[config.mk]
export PLATFORM = sky130hd
export DESIGN_NAME = ldo_top
export DESIGN_NICKNAME = d
export VERILOG_FILES = /design/src/rtl/ldo_pkg.sv /design/src/rtl/ldo_chan.sv /design/src/rtl/ldo_top.sv
export SDC_FILE = /design/constraint.sdc
export NUM_CORES = 1
export LEC_CHECK = 0
export BUFFER_PORTS_ARGS = -buffer_cell sky130_fd_sc_hd__buf_2
export CAP_MARGIN = 10
export CORE_MARGIN = 2
export CORE_UTILIZATION = 29
export DETAILED_ROUTE_END_ITERATION = 12
export PLACE_DENSITY = 0.4
export SETUP_SLACK_MARGIN = 0.5
export SYNTH_ARGS = -nofsm -noshare
export SYNTH_HDL_FRONTEND = slang
export SYNTH_HIERARCHICAL = 1
export SYNTH_SLANG_ARGS = --single-unit
[constraint.sdc]
create_clock -name mclk -period 11.2 [get_ports mclk]
set_input_delay 0.56 -clock mclk [delete_from_list [all_inputs] [get_ports mclk]]
set_output_delay 0.56 -clock mclk [all_outputs]
set_load 0.005 [all_outputs]
[src/rtl/ldo_pkg.sv]
// Package for the loop detector channel option logic.
// Assumes one 250 MHz clock and two channels per detector card.
package ldo_pkg;
    localparam int LDO_CLK_HZ = 250_000_000;
    // Audible auto-off time in minutes, and its cycle count
    localparam longint LDO_AUD_MIN = 15;
    localparam longint LDO_AUD_CYC = LDO_AUD_MIN * 60 * LDO_CLK_HZ;
    // Desensitise spread time in seconds, and its cycle count
    localparam longint LDO_DES_SEC = 15;
    localparam longint LDO_DES_CYC = LDO_DES_SEC * LDO_CLK_HZ;
    // Desensitise step in hundredths of a percent of -dL/L
    localparam logic [7:0] LDO_DES_HUND = 8'h05;
    // Filter length in cycles, used when the noise filter is on
    localparam int LDO_FILT_CYC = 16;
    // Loop configuration range (settings 7.01 .. 7.05)
    localparam logic [2:0] LDO_LOOPS_MIN = 3'h1;
    localparam logic [2:0] LDO_LOOPS_MAX = 3'h5;
    localparam logic [15:0] LDO_CNT_RST = 16'h0000;
    localparam logic [15:0] LDO_CNT_DISP_LIM = 16'h03e7;
    // Display alternation period in cycles
    localparam int LDO_ALT_CYC = 250_000_000;

    // Per-channel settings
    typedef struct packed {
        logic pg_comp_en;
        logic cnt_disp_en;
        logic cnt_reset;
        logic [2:0] loops;
        logic disc_en;
        logic disc_sub;
        logic aud_req;
    } ldo_chcfg_t;

    // Per-channel status from the block
    typedef struct packed {
        logic call;
        logic fail;
        logic pending;
        logic ext_run;
        logic [7:0] desens;
    } ldo_chsts_t;

    // Count display frame
    typedef struct packed {
        logic upper;
        logic [9:0] value;
    } ldo_disp_t;
endpackage : ldo_pkg

[src/rtl/ldo_chan.sv]
// One detector channel: filter, extension, disconnect, compensation, counter.
// Assumes presence and phase green arrive already synchronised to mclk.
module ldo_chan
    import ldo_pkg::*;
#(
    parameter int EXT_W = 32,
    parameter longint DES_CYC = LDO_DES_CYC
) (
    input wire logic mclk,
    input wire logic rstn,
    input wire logic filt_off,
    input wire logic occ_raw,
    input wire logic green,
    input wire logic [EXT_W-1:0] ext_cyc,
    input wire logic timers_off,
    input wire logic call_in,
    input wire ldo_chcfg_t cfg,
    output logic occ,
    output logic ext_run,
    output logic disc,
    output logic [7:0] desens,
    output logic [15:0] count
);
    logic [4:0] filt_r;
    logic occ_d_r;
    logic [EXT_W-1:0] ext_r;
    logic [31:0] des_cnt_r;
    logic cnt_rst_d_r;
    logic [2:0] veh_r;
    logic [2:0] loops_eff;

    // Filter: input must hold for a run of cycles unless bypassed
    always_ff @(posedge mclk) begin
        if (!rstn) begin
            filt_r <= 5'h00;
            occ <= 1'b0;
        end else if (filt_off) begin
            occ <= occ_raw;
            filt_r <= 5'h00;
        end else if (occ_raw == occ) begin
            filt_r <= 5'h00;
        end else if (filt_r == 5'(LDO_FILT_CYC - 1)) begin
            occ <= occ_raw;
            filt_r <= 5'h00;
        end else begin
            filt_r <= filt_r + 5'h01;
        end
    end

    // Extension counts from last exit, restarts fully on entry
    always_ff @(posedge mclk) begin
        if (!rstn) begin
            occ_d_r <= 1'b0;
            ext_r <= '0;
        end else begin
            occ_d_r <= occ;
            if (timers_off)
                ext_r <= '0;
            else if (occ)
                ext_r <= ext_cyc; // Held full while occupied: no call gap at the exit edge
            else if (ext_r != '0)
                ext_r <= ext_r - 1'b1;
        end
    end
    // In sub-mode on the timer does not hold the call during green
    assign ext_run = (ext_r != '0) && !occ && !(cfg.disc_en && cfg.disc_sub && green);

    // Disconnect latches when gap expires in green, clears off green
    always_ff @(posedge mclk) begin
        if (!rstn || !green || !cfg.disc_en || timers_off)
            disc <= 1'b0;
        else if (occ_d_r && !occ && ext_cyc == '0)
            disc <= 1'b1;
        else if (!occ && ext_r == {{(EXT_W-1){1'b0}}, 1'b1})
            disc <= 1'b1;
    end

    // Desensitise ramp during green with a call, held in green without one, normal off green
    always_ff @(posedge mclk) begin
        if (!rstn || !cfg.pg_comp_en || !green) begin
            des_cnt_r <= 32'h0;
            desens <= 8'h00;
        end else if (call_in && des_cnt_r != 32'(DES_CYC)) begin
            des_cnt_r <= des_cnt_r + 32'h1;
            desens <= 8'((64'(des_cnt_r) + 64'h1) * 64'(LDO_DES_HUND) / 64'(DES_CYC));
        end
    end

    // Out-of-range loop settings count as the nearest legal one
    assign loops_eff = (cfg.loops < LDO_LOOPS_MIN) ? LDO_LOOPS_MIN :
        ((cfg.loops > LDO_LOOPS_MAX) ? LDO_LOOPS_MAX : cfg.loops);

    // Count vehicles per lane loop group, reset on off-to-on
    always_ff @(posedge mclk) begin
        if (!rstn) begin
            count <= LDO_CNT_RST;
            cnt_rst_d_r <= 1'b0;
            veh_r <= 3'h0;
        end else begin
            cnt_rst_d_r <= cfg.cnt_reset;
            if (cfg.cnt_reset && !cnt_rst_d_r) begin
                count <= LDO_CNT_RST;
                veh_r <= 3'h0;
            end else if (occ && !occ_d_r) begin
                if (veh_r + 3'h1 >= loops_eff) begin
                    veh_r <= 3'h0;
                    count <= count + 16'h0001;
                end else begin
                    veh_r <= veh_r + 3'h1;
                end
            end
        end
    end
endmodule : ldo_chan

[src/rtl/ldo_top.sv]
// Option logic for a two-channel inductive loop detector.
// Assumes occupancy, fail and phase green arrive as pins from other domains.
// How it works
// - Noise filter bypassed when option on
// - Filter setting shared; change resets whole detector
// - Filter option defaults off after reset
// - Green with call desensitises 0.05% over 15s
// - Compensation per channel; normal otherwise
// - Count display replaces normal display
// - Counter wraps 65535 to zero
// - Three digits to 999, then alternate
// - Off-to-on reset clears count; reads off
// - Loop setting 7.01 to 7.05 per channel
// - Common fail drives both fail outputs
// - Third car: call both only when both occupied
// - Third car: first channel shows pending
// - Directional: first channel pending, no call
// - Directional: later channel calls until its end
// - Directional: first channel runs no timers
// - Buzzer follows selected channel occupancy
// - Audible on at most one channel
// - Audible switches off after 15 minutes
// - Disconnect: gap expiry in green suppresses call
// - Sub-mode off: extension doubles as disconnect
// - Sub-mode on: call follows occupancy in green until gap expiry
// - Extension restarts fully on new entry
module ldo_top
    import ldo_pkg::*;
#(
    parameter int EXT_W = 32,
    parameter longint AUD_CYC = LDO_AUD_CYC,
    parameter longint DES_CYC = LDO_DES_CYC,
    parameter int ALT_CYC = LDO_ALT_CYC
) (
    input wire logic mclk,
    input wire logic rstn,
    input wire logic [1:0] occ_pin,
    input wire logic [1:0] loop_fail_pin,
    input wire logic [1:0] phase_green_n,
    input wire logic filt_off,
    input wire logic common_fail_en,
    input wire logic third_car_en,
    input wire logic dir_logic_en,
    input wire ldo_chcfg_t [1:0] ch_cfg,
    input wire logic [1:0][EXT_W-1:0] ext_cyc,
    output ldo_chsts_t [1:0] ch_sts,
    output logic [1:0] cnt_disp_on,
    output ldo_disp_t [1:0] cnt_disp,
    output logic [1:0] aud_sel,
    output logic buzzer,
    output logic [1:0] cnt_reset_view,
    output logic [1:0][2:0] loops_cfg,
    output logic det_reset
);
    logic [1:0] occ_s1_r, occ_s2_r, fail_s1_r, fail_s2_r, grn_s1_r, grn_s2_r;
    logic filt_r;
    logic [1:0] occ;
    logic [1:0] ext_run;
    logic [1:0] disc;
    logic [1:0][7:0] desens;
    logic [1:0][15:0] count;
    logic [1:0] timers_off;
    logic [1:0] chan_call;
    logic [1:0] call_nxt;
    logic [1:0] pend_nxt;
    logic [1:0] fail_nxt;
    logic [1:0] first_r;
    logic [1:0] aud_r;
    logic [1:0] aud_req_d_r;
    logic [63:0] aud_cnt_r;
    logic [31:0] alt_cnt_r;
    logic alt_r;
    logic [1:0][2:0] loops_r;
    logic [1:0] call_r;

    typedef enum logic [2:0] {
        LDO_DIR_IDLE = 3'b001,
        LDO_DIR_PEND = 3'b010,
        LDO_DIR_CALL = 3'b100
    } ldo_dir_t;
    ldo_dir_t dir_r;

    // Clamp the loop setting into the legal range
    function automatic logic [2:0] ldo_clamp(input logic [2:0] v);
        if (v < LDO_LOOPS_MIN)
            return LDO_LOOPS_MIN;
        else if (v > LDO_LOOPS_MAX)
            return LDO_LOOPS_MAX;
        else
            return v;
    endfunction : ldo_clamp

    // Two-stage synchronisers for all pin inputs
    always_ff @(posedge mclk) begin
        if (!rstn) begin
            occ_s1_r <= 2'h0;
            occ_s2_r <= 2'h0;
            fail_s1_r <= 2'h0;
            fail_s2_r <= 2'h0;
            grn_s1_r <= 2'h3;
            grn_s2_r <= 2'h3;
        end else begin
            occ_s1_r <= occ_pin;
            occ_s2_r <= occ_s1_r;
            fail_s1_r <= loop_fail_pin;
            fail_s2_r <= fail_s1_r;
            grn_s1_r <= phase_green_n;
            grn_s2_r <= grn_s1_r;
        end
    end

    // Filter setting change pulses a whole-detector reset
    always_ff @(posedge mclk) begin
        if (!rstn) begin
            filt_r <= 1'b0;
            det_reset <= 1'b0;
        end else begin
            filt_r <= filt_off;
            det_reset <= (filt_off != filt_r);
        end
    end

    // Channel cores; one filter setting serves both
    genvar gi;
    generate
        for (gi = 0; gi < 2; gi++) begin : g_ch
            ldo_chan #(
                .EXT_W(EXT_W),
                .DES_CYC(DES_CYC)
            ) u_ch (
                .mclk(mclk),
                .rstn(rstn && !det_reset),
                .filt_off(filt_r),
                .occ_raw(occ_s2_r[gi]),
                .green(!grn_s2_r[gi]),
                .ext_cyc(ext_cyc[gi]),
                .timers_off(timers_off[gi]),
                .call_in(call_r[gi]),
                .cfg(ch_cfg[gi]),
                .occ(occ[gi]),
                .ext_run(ext_run[gi]),
                .disc(disc[gi]),
                .desens(desens[gi]),
                .count(count[gi])
            );
            assign chan_call[gi] = (occ[gi] || ext_run[gi]) && !disc[gi];
        end
    endgenerate

    // First detector of the pair runs no timers under directional logic
    assign timers_off = (dir_logic_en && dir_r != LDO_DIR_IDLE) ? first_r : 2'b00;

    // Directional sequencer: remember who detected first
    always_ff @(posedge mclk) begin
        if (!rstn || det_reset || !dir_logic_en) begin
            dir_r <= LDO_DIR_IDLE;
            first_r <= 2'b00;
        end else begin
            unique case (dir_r)
                LDO_DIR_IDLE: begin
                    if (occ == 2'b01 || occ == 2'b10) begin
                        dir_r <= LDO_DIR_PEND;
                        first_r <= occ;
                    end
                end
                LDO_DIR_PEND: begin
                    if (occ == 2'b11)
                        dir_r <= LDO_DIR_CALL;
                    else if ((occ & first_r) == 2'b00) begin
                        dir_r <= LDO_DIR_IDLE;
                        first_r <= 2'b00;
                    end
                end
                LDO_DIR_CALL: begin
                    if (!chan_call[first_r[0]] && !(|(occ & first_r))) begin
                        dir_r <= LDO_DIR_IDLE;
                        first_r <= 2'b00;
                    end
                end
                default: begin
                    dir_r <= LDO_DIR_IDLE;
                    first_r <= 2'b00;
                end
            endcase
        end
    end

    // Paired-channel call and pending logic, fail combine
    always_comb begin
        call_nxt = chan_call;
        pend_nxt = 2'b00;
        if (dir_logic_en) begin
            call_nxt = 2'b00;
            if (dir_r == LDO_DIR_PEND)
                pend_nxt = first_r;
            else if (dir_r == LDO_DIR_CALL)
                call_nxt = chan_call & ~first_r;
        end else if (third_car_en) begin
            call_nxt = (occ == 2'b11) ? chan_call : 2'b00;
            pend_nxt = (occ == 2'b01 || occ == 2'b10) ? occ : 2'b00;
        end
        fail_nxt = fail_s2_r;
        if (common_fail_en && |fail_s2_r)
            fail_nxt = 2'b11;
        call_nxt = call_nxt | fail_nxt;
    end

    // Registered status outputs
    always_ff @(posedge mclk) begin
        if (!rstn) begin
            ch_sts <= '0;
            call_r <= 2'b00;
        end else begin
            call_r <= call_nxt;
            for (int i = 0; i < 2; i++) begin
                ch_sts[i].call <= call_nxt[i];
                ch_sts[i].fail <= fail_nxt[i];
                ch_sts[i].pending <= pend_nxt[i];
                ch_sts[i].ext_run <= ext_run[i];
                ch_sts[i].desens <= desens[i];
            end
        end
    end

    // Audible select: one channel only, newest request wins
    always_ff @(posedge mclk) begin
        if (!rstn) begin
            aud_r <= 2'b00;
            aud_req_d_r <= 2'b00;
            aud_cnt_r <= 64'h0;
        end else begin
            aud_req_d_r <= {ch_cfg[1].aud_req, ch_cfg[0].aud_req};
            if (ch_cfg[0].aud_req && !aud_req_d_r[0]) begin
                aud_r <= 2'b01;
                aud_cnt_r <= 64'h0;
            end else if (ch_cfg[1].aud_req && !aud_req_d_r[1]) begin
                aud_r <= 2'b10;
                aud_cnt_r <= 64'h0;
            end else if (aud_r != 2'b00) begin
                if (aud_cnt_r == 64'(AUD_CYC - 1))
                    aud_r <= 2'b00;
                else
                    aud_cnt_r <= aud_cnt_r + 64'h1;
            end
        end
    end

    // Buzzer follows filtered occupancy, not timers or disconnect
    always_ff @(posedge mclk) begin
        if (!rstn) begin
            buzzer <= 1'b0;
            aud_sel <= 2'b00;
        end else begin
            buzzer <= |(aud_r & occ);
            aud_sel <= aud_r;
        end
    end

    // Loop setting held per channel within 1..5
    always_ff @(posedge mclk) begin
        if (!rstn) begin
            loops_r <= {LDO_LOOPS_MIN, LDO_LOOPS_MIN};
            loops_cfg <= {LDO_LOOPS_MIN, LDO_LOOPS_MIN};
            cnt_reset_view <= 2'b00;
        end else begin
            loops_r[0] <= ldo_clamp(ch_cfg[0].loops);
            loops_r[1] <= ldo_clamp(ch_cfg[1].loops);
            loops_cfg <= loops_r;
            cnt_reset_view <= 2'b00; // Always shown as off
        end
    end

    // Alternation clock for large counts
    always_ff @(posedge mclk) begin
        if (!rstn) begin
            alt_cnt_r <= 32'h0;
            alt_r <= 1'b0;
        end else if (alt_cnt_r == 32'(ALT_CYC - 1)) begin
            alt_cnt_r <= 32'h0;
            alt_r <= !alt_r;
        end else begin
            alt_cnt_r <= alt_cnt_r + 32'h1;
        end
    end

    // Count display: low three digits, or alternate high/low
    always_ff @(posedge mclk) begin
        if (!rstn) begin
            cnt_disp <= '0;
            cnt_disp_on <= 2'b00;
        end else begin
            for (int i = 0; i < 2; i++) begin
                cnt_disp_on[i] <= ch_cfg[i].cnt_disp_en;
                if (count[i] > LDO_CNT_DISP_LIM && alt_r) begin
                    cnt_disp[i].upper <= 1'b1;
                    cnt_disp[i].value <= 10'(count[i] / 16'd1000);
                end else begin
                    cnt_disp[i].upper <= 1'b0;
                    cnt_disp[i].value <= 10'(count[i] % 16'd1000);
                end
            end
        end
    end
endmodule : ldo_top

==> flow_summary.yaml <==
run_status:
  status: "finished clean"
critical_path:
  timing.rr.start: "g_ch[0].u_ch/des_cnt_r[2]"
  crit_end: "g_ch[0].u_ch/desens[0]"
  crit_path_end_kind: "flip-flop"
  critical_path_class: "flip-flop to flip-flop"
  cp_common_cell: "and3_1"
  r2r_cells: 34
  slowest_stage: "dfxtp_1"
  rrSetupSlack_ps: 1310
  worst-path-max-fanout: 10
  cp-start-kind: "flip-flop"
  critPathArrivalTime_ps: 10390
  startpoint: "g_ch[0].u_ch/des_cnt_r[2]"
  rr_endpoint: "g_ch[0].u_ch/desens[0]"
  worstPathRequired_ps: 11700
  cpPeakStageDelay_ps: 520
die:
  dieArea_sq_um: 110700
  num_rows: 120
  start_util_pct: 29.27
  die_h_um: 332.7
  ioPinCount: 154
  core_sq_um: 107100
  die_w_um: 332.7
routing:
  wire_per_inst_um: 16.73
  drt-vias-per-instance: 5.125
  firstDrtPassIters: 5
  drtAntennaViolNets: 0
  routed_wl_mm: 93.33
  drc: 0
  vias: 28590
  drtIter0Drc: 1513
placement:
  io_buffers: 151
  place_congestion: 0.8296
  hpwl_mm: 71.89
sta:
  fin_setup_tns_ps: 0
  period_minus_slack_ps: 9889
  fmax_mhz: 101.1
  period_share_pct: 88.29
  whs_ps: 122.6
  rsz0062_at_grt: "no"
  finClkSkew_ps: 32.74
  worstMarginPinSlew_ps: 906.5
  setup_viol: 0
  drv_slew: 0
  max_slew_margin_pct: 39.29
  hold_viol_final: 0
clock_tree:
  clkTransAtPathRegs_ps: 60
  cts-resized-gates: 0
  clk-insertion-delay-late_ps: 630
  h-tree-depth: 2
  postCtsSetupBuffers: 0
  cts_tree: "built"
  clock_sinks: 377
  numCtsBuffers: 51
  clock-root-buffer: "clkbuf_16"
  holdBufCountCts: 0
  clockBufferDepth: 3
yosys:
  ys_seq_area_share_pct: 24.09
  ys_seq_elements: 377
  synth_area_leaders: "dfxtp_1 (24%), nor2_1 (6.9%), xor2_1 (6.6%)"
  synthDistinctLibCells: 128
  synth-async-reset-ratio_pct: 0
  synth_area_sq_um: 31330
  synth-edff-count: 0
  yosys.area.top_type: "dfxtp_1"
  avgSynthCellArea_sq_um: 7.631
  post-synth-top-area-fraction_pct: 24.09
  synth_ff_type: "dfxtp_1"
  ys_warn_count: 6
  syn_inst: 4106
  synth_common_cells: "nor2_1 (576), dfxtp_1 (377), nand2_1 (365)"
  yosysMostFrequentCell: "nor2_1"
min_path:
  hold_path_depth: 2
  hold_path.class: "input pin to flip-flop"
global_route:
  track_usage_pct: 16.34
  grt_overflow: 0
  first_global_vias: 27280
  grt_pass1_wl_mm: 150.4
  antenna_found_initial: 26
  grt_max_degree: 79
pwr:
  p_seq_share_pct: 35.8
  power_leakage_nw: 13.19
  ir_worst_vdd_v: 0.0001268
  intPower_mw: 2.915
  p_sw_share_pct: 31.34
  p_comb_share_pct: 23.8
  powerDensity_nw_per_um2: 121.8
  clockPowerShare_pct: 40.4
  power.switching_mw: 1.331
finish:
  drive_above_1_share_pct: 10.86
  syn_to_final_growth_pct: 11.30
  post-route-util_pct: 32.57
  fillCellCount: 11570
  fin_nets: 4360
flow_run:
  drv_cap: 0
## metal layers
layer	wire length (um)	track usage, %	up-vias
met3	3858	2.985	141
met5	139	0	-
met2	40600	25.69	427
li1	-	-	14780
met4	1785	3.878	22
met1	46950	22.97	13220
## power groups by stage
| stage | Clock [mW] | Combinational [mW] | Sequential (mW) |
|---|---|---|---|
| 2_1_floorplan | 0 | 0.806 | 1.53 |
| 4_1_cts | 1.79 | 1.02 | 1.52 |
| 5_1_grt | 1.84 | 1.17 | 1.54 |
| 3_3_place_gp | 0 | 1.02 | 1.55 |
| 3_5_place_dp | 0 | 1.01 | 1.55 |
| 6_report | 1.71 | 1.01 | 1.52 |
## placed cells by master (no fill, tap or decap), types with 113 or more instances in the layout
master	netlist	layout
xnor2_1	209	209
o21ai_0	135	135
and2_1	113	113
nand3_1	163	160
a21oi_1	266	266
nor2_1	576	576
dfxtp_1	377	375
xor2_1	235	235
nand2_1	365	364
ha_1	133	133
buf_2	48	150
## cell type report
| cell class | count | area [sq um] | share of cell area, % |
|---|---|---|---|
| Inverter | 78 | 292.8 | 0.8396 |
| Clock inverter | 23 | 317.8 | 0.9114 |
| Timing Repair Buffer | 174 | 930.9 | 2.670 |
| Tap cell | 1403 | 1755 | 5.034 |
| Antenna cell | 5 | 12.51 | 0.03588 |
| Multi-Input combinational cell | 3449 | 22550 | 64.68 |
| Sequential cell | 377 | 7552 | 21.66 |
| Clock buffer | 69 | 1455 | 4.173 |
## flip-flops by register name, summed over array words and instances (netlist names), 3 cells and up
signal               count
loops_r                  6
g_ch.u_ch/des_cnt_r     64
g_ch.u_ch/desens        10
loops_cfg                6
g_ch.u_ch/ext_r         64
g_ch.u_ch/count         32
g_ch.u_ch/veh_r          6
cnt_disp                22
ch_sts                  23
g_ch.u_ch/filt_r        10
alt_cnt_r               32
aud_cnt_r               64
dir_r                    3
## critical path, delay by kind of cell (launching register included)
| family | cells | cell delay [ps] |
|---|---|---|
| and+or+nand+nor | 20 | 5200 |
| AOI/OAI and AO/OA | 7 | 1770 |
| xor gates and xnor gates | 3 | 920 |
| adders and majority gates | 2 | 720 |
| muxes | 2 | 620 |
| DFF | 1 | 520 |
## worst min-delay path by stage
stage,slack (ps),end,startpoint
floorplan,390,grn_s2_r[0],grn_s1_r[0]
global placement,390,loops_cfg[0],loops_r[0]
detailed placement,390,grn_s2_r[0],grn_s1_r[0]
CTS,70,grn_s1_r[1],phase_green_n[1]
global route,100,grn_s1_r[1],phase_green_n[1]
finish,120,grn_s1_r[1],phase_green_n[1]
## cells by family (layout without fill, tap and decap cells)
family | Yosys count | after routing | synth area share [%]
xor+xnor | 448 | 448 | 12.62
compound gates | 915 | 915 | 20.85
fa+ha+maj | 142 | 142 | 5.667
other cells | 3 | 13 | 0.03594
buf+inv | 285 | 344 | 4.085
mux | 57 | 57 | 2.009
flops | 377 | 377 | 24.09
simple gates | 1879 | 1879 | 30.65
## stage by stage
stage,instance area (sq um),power (mW),std cells,worst slack (ps)
2_1_floorplan,31350,2.336,4111,2650
3_3_place_gp,33070,2.575,5481,1283
3_5_place_dp,33070,2.560,5481,1183
4_1_cts,34840,4.331,5573,1132
5_1_grt,34860,4.538,5575,519.2
6_report,34870,4.246,5578,1311
Power figures use the tool's default switching activity.
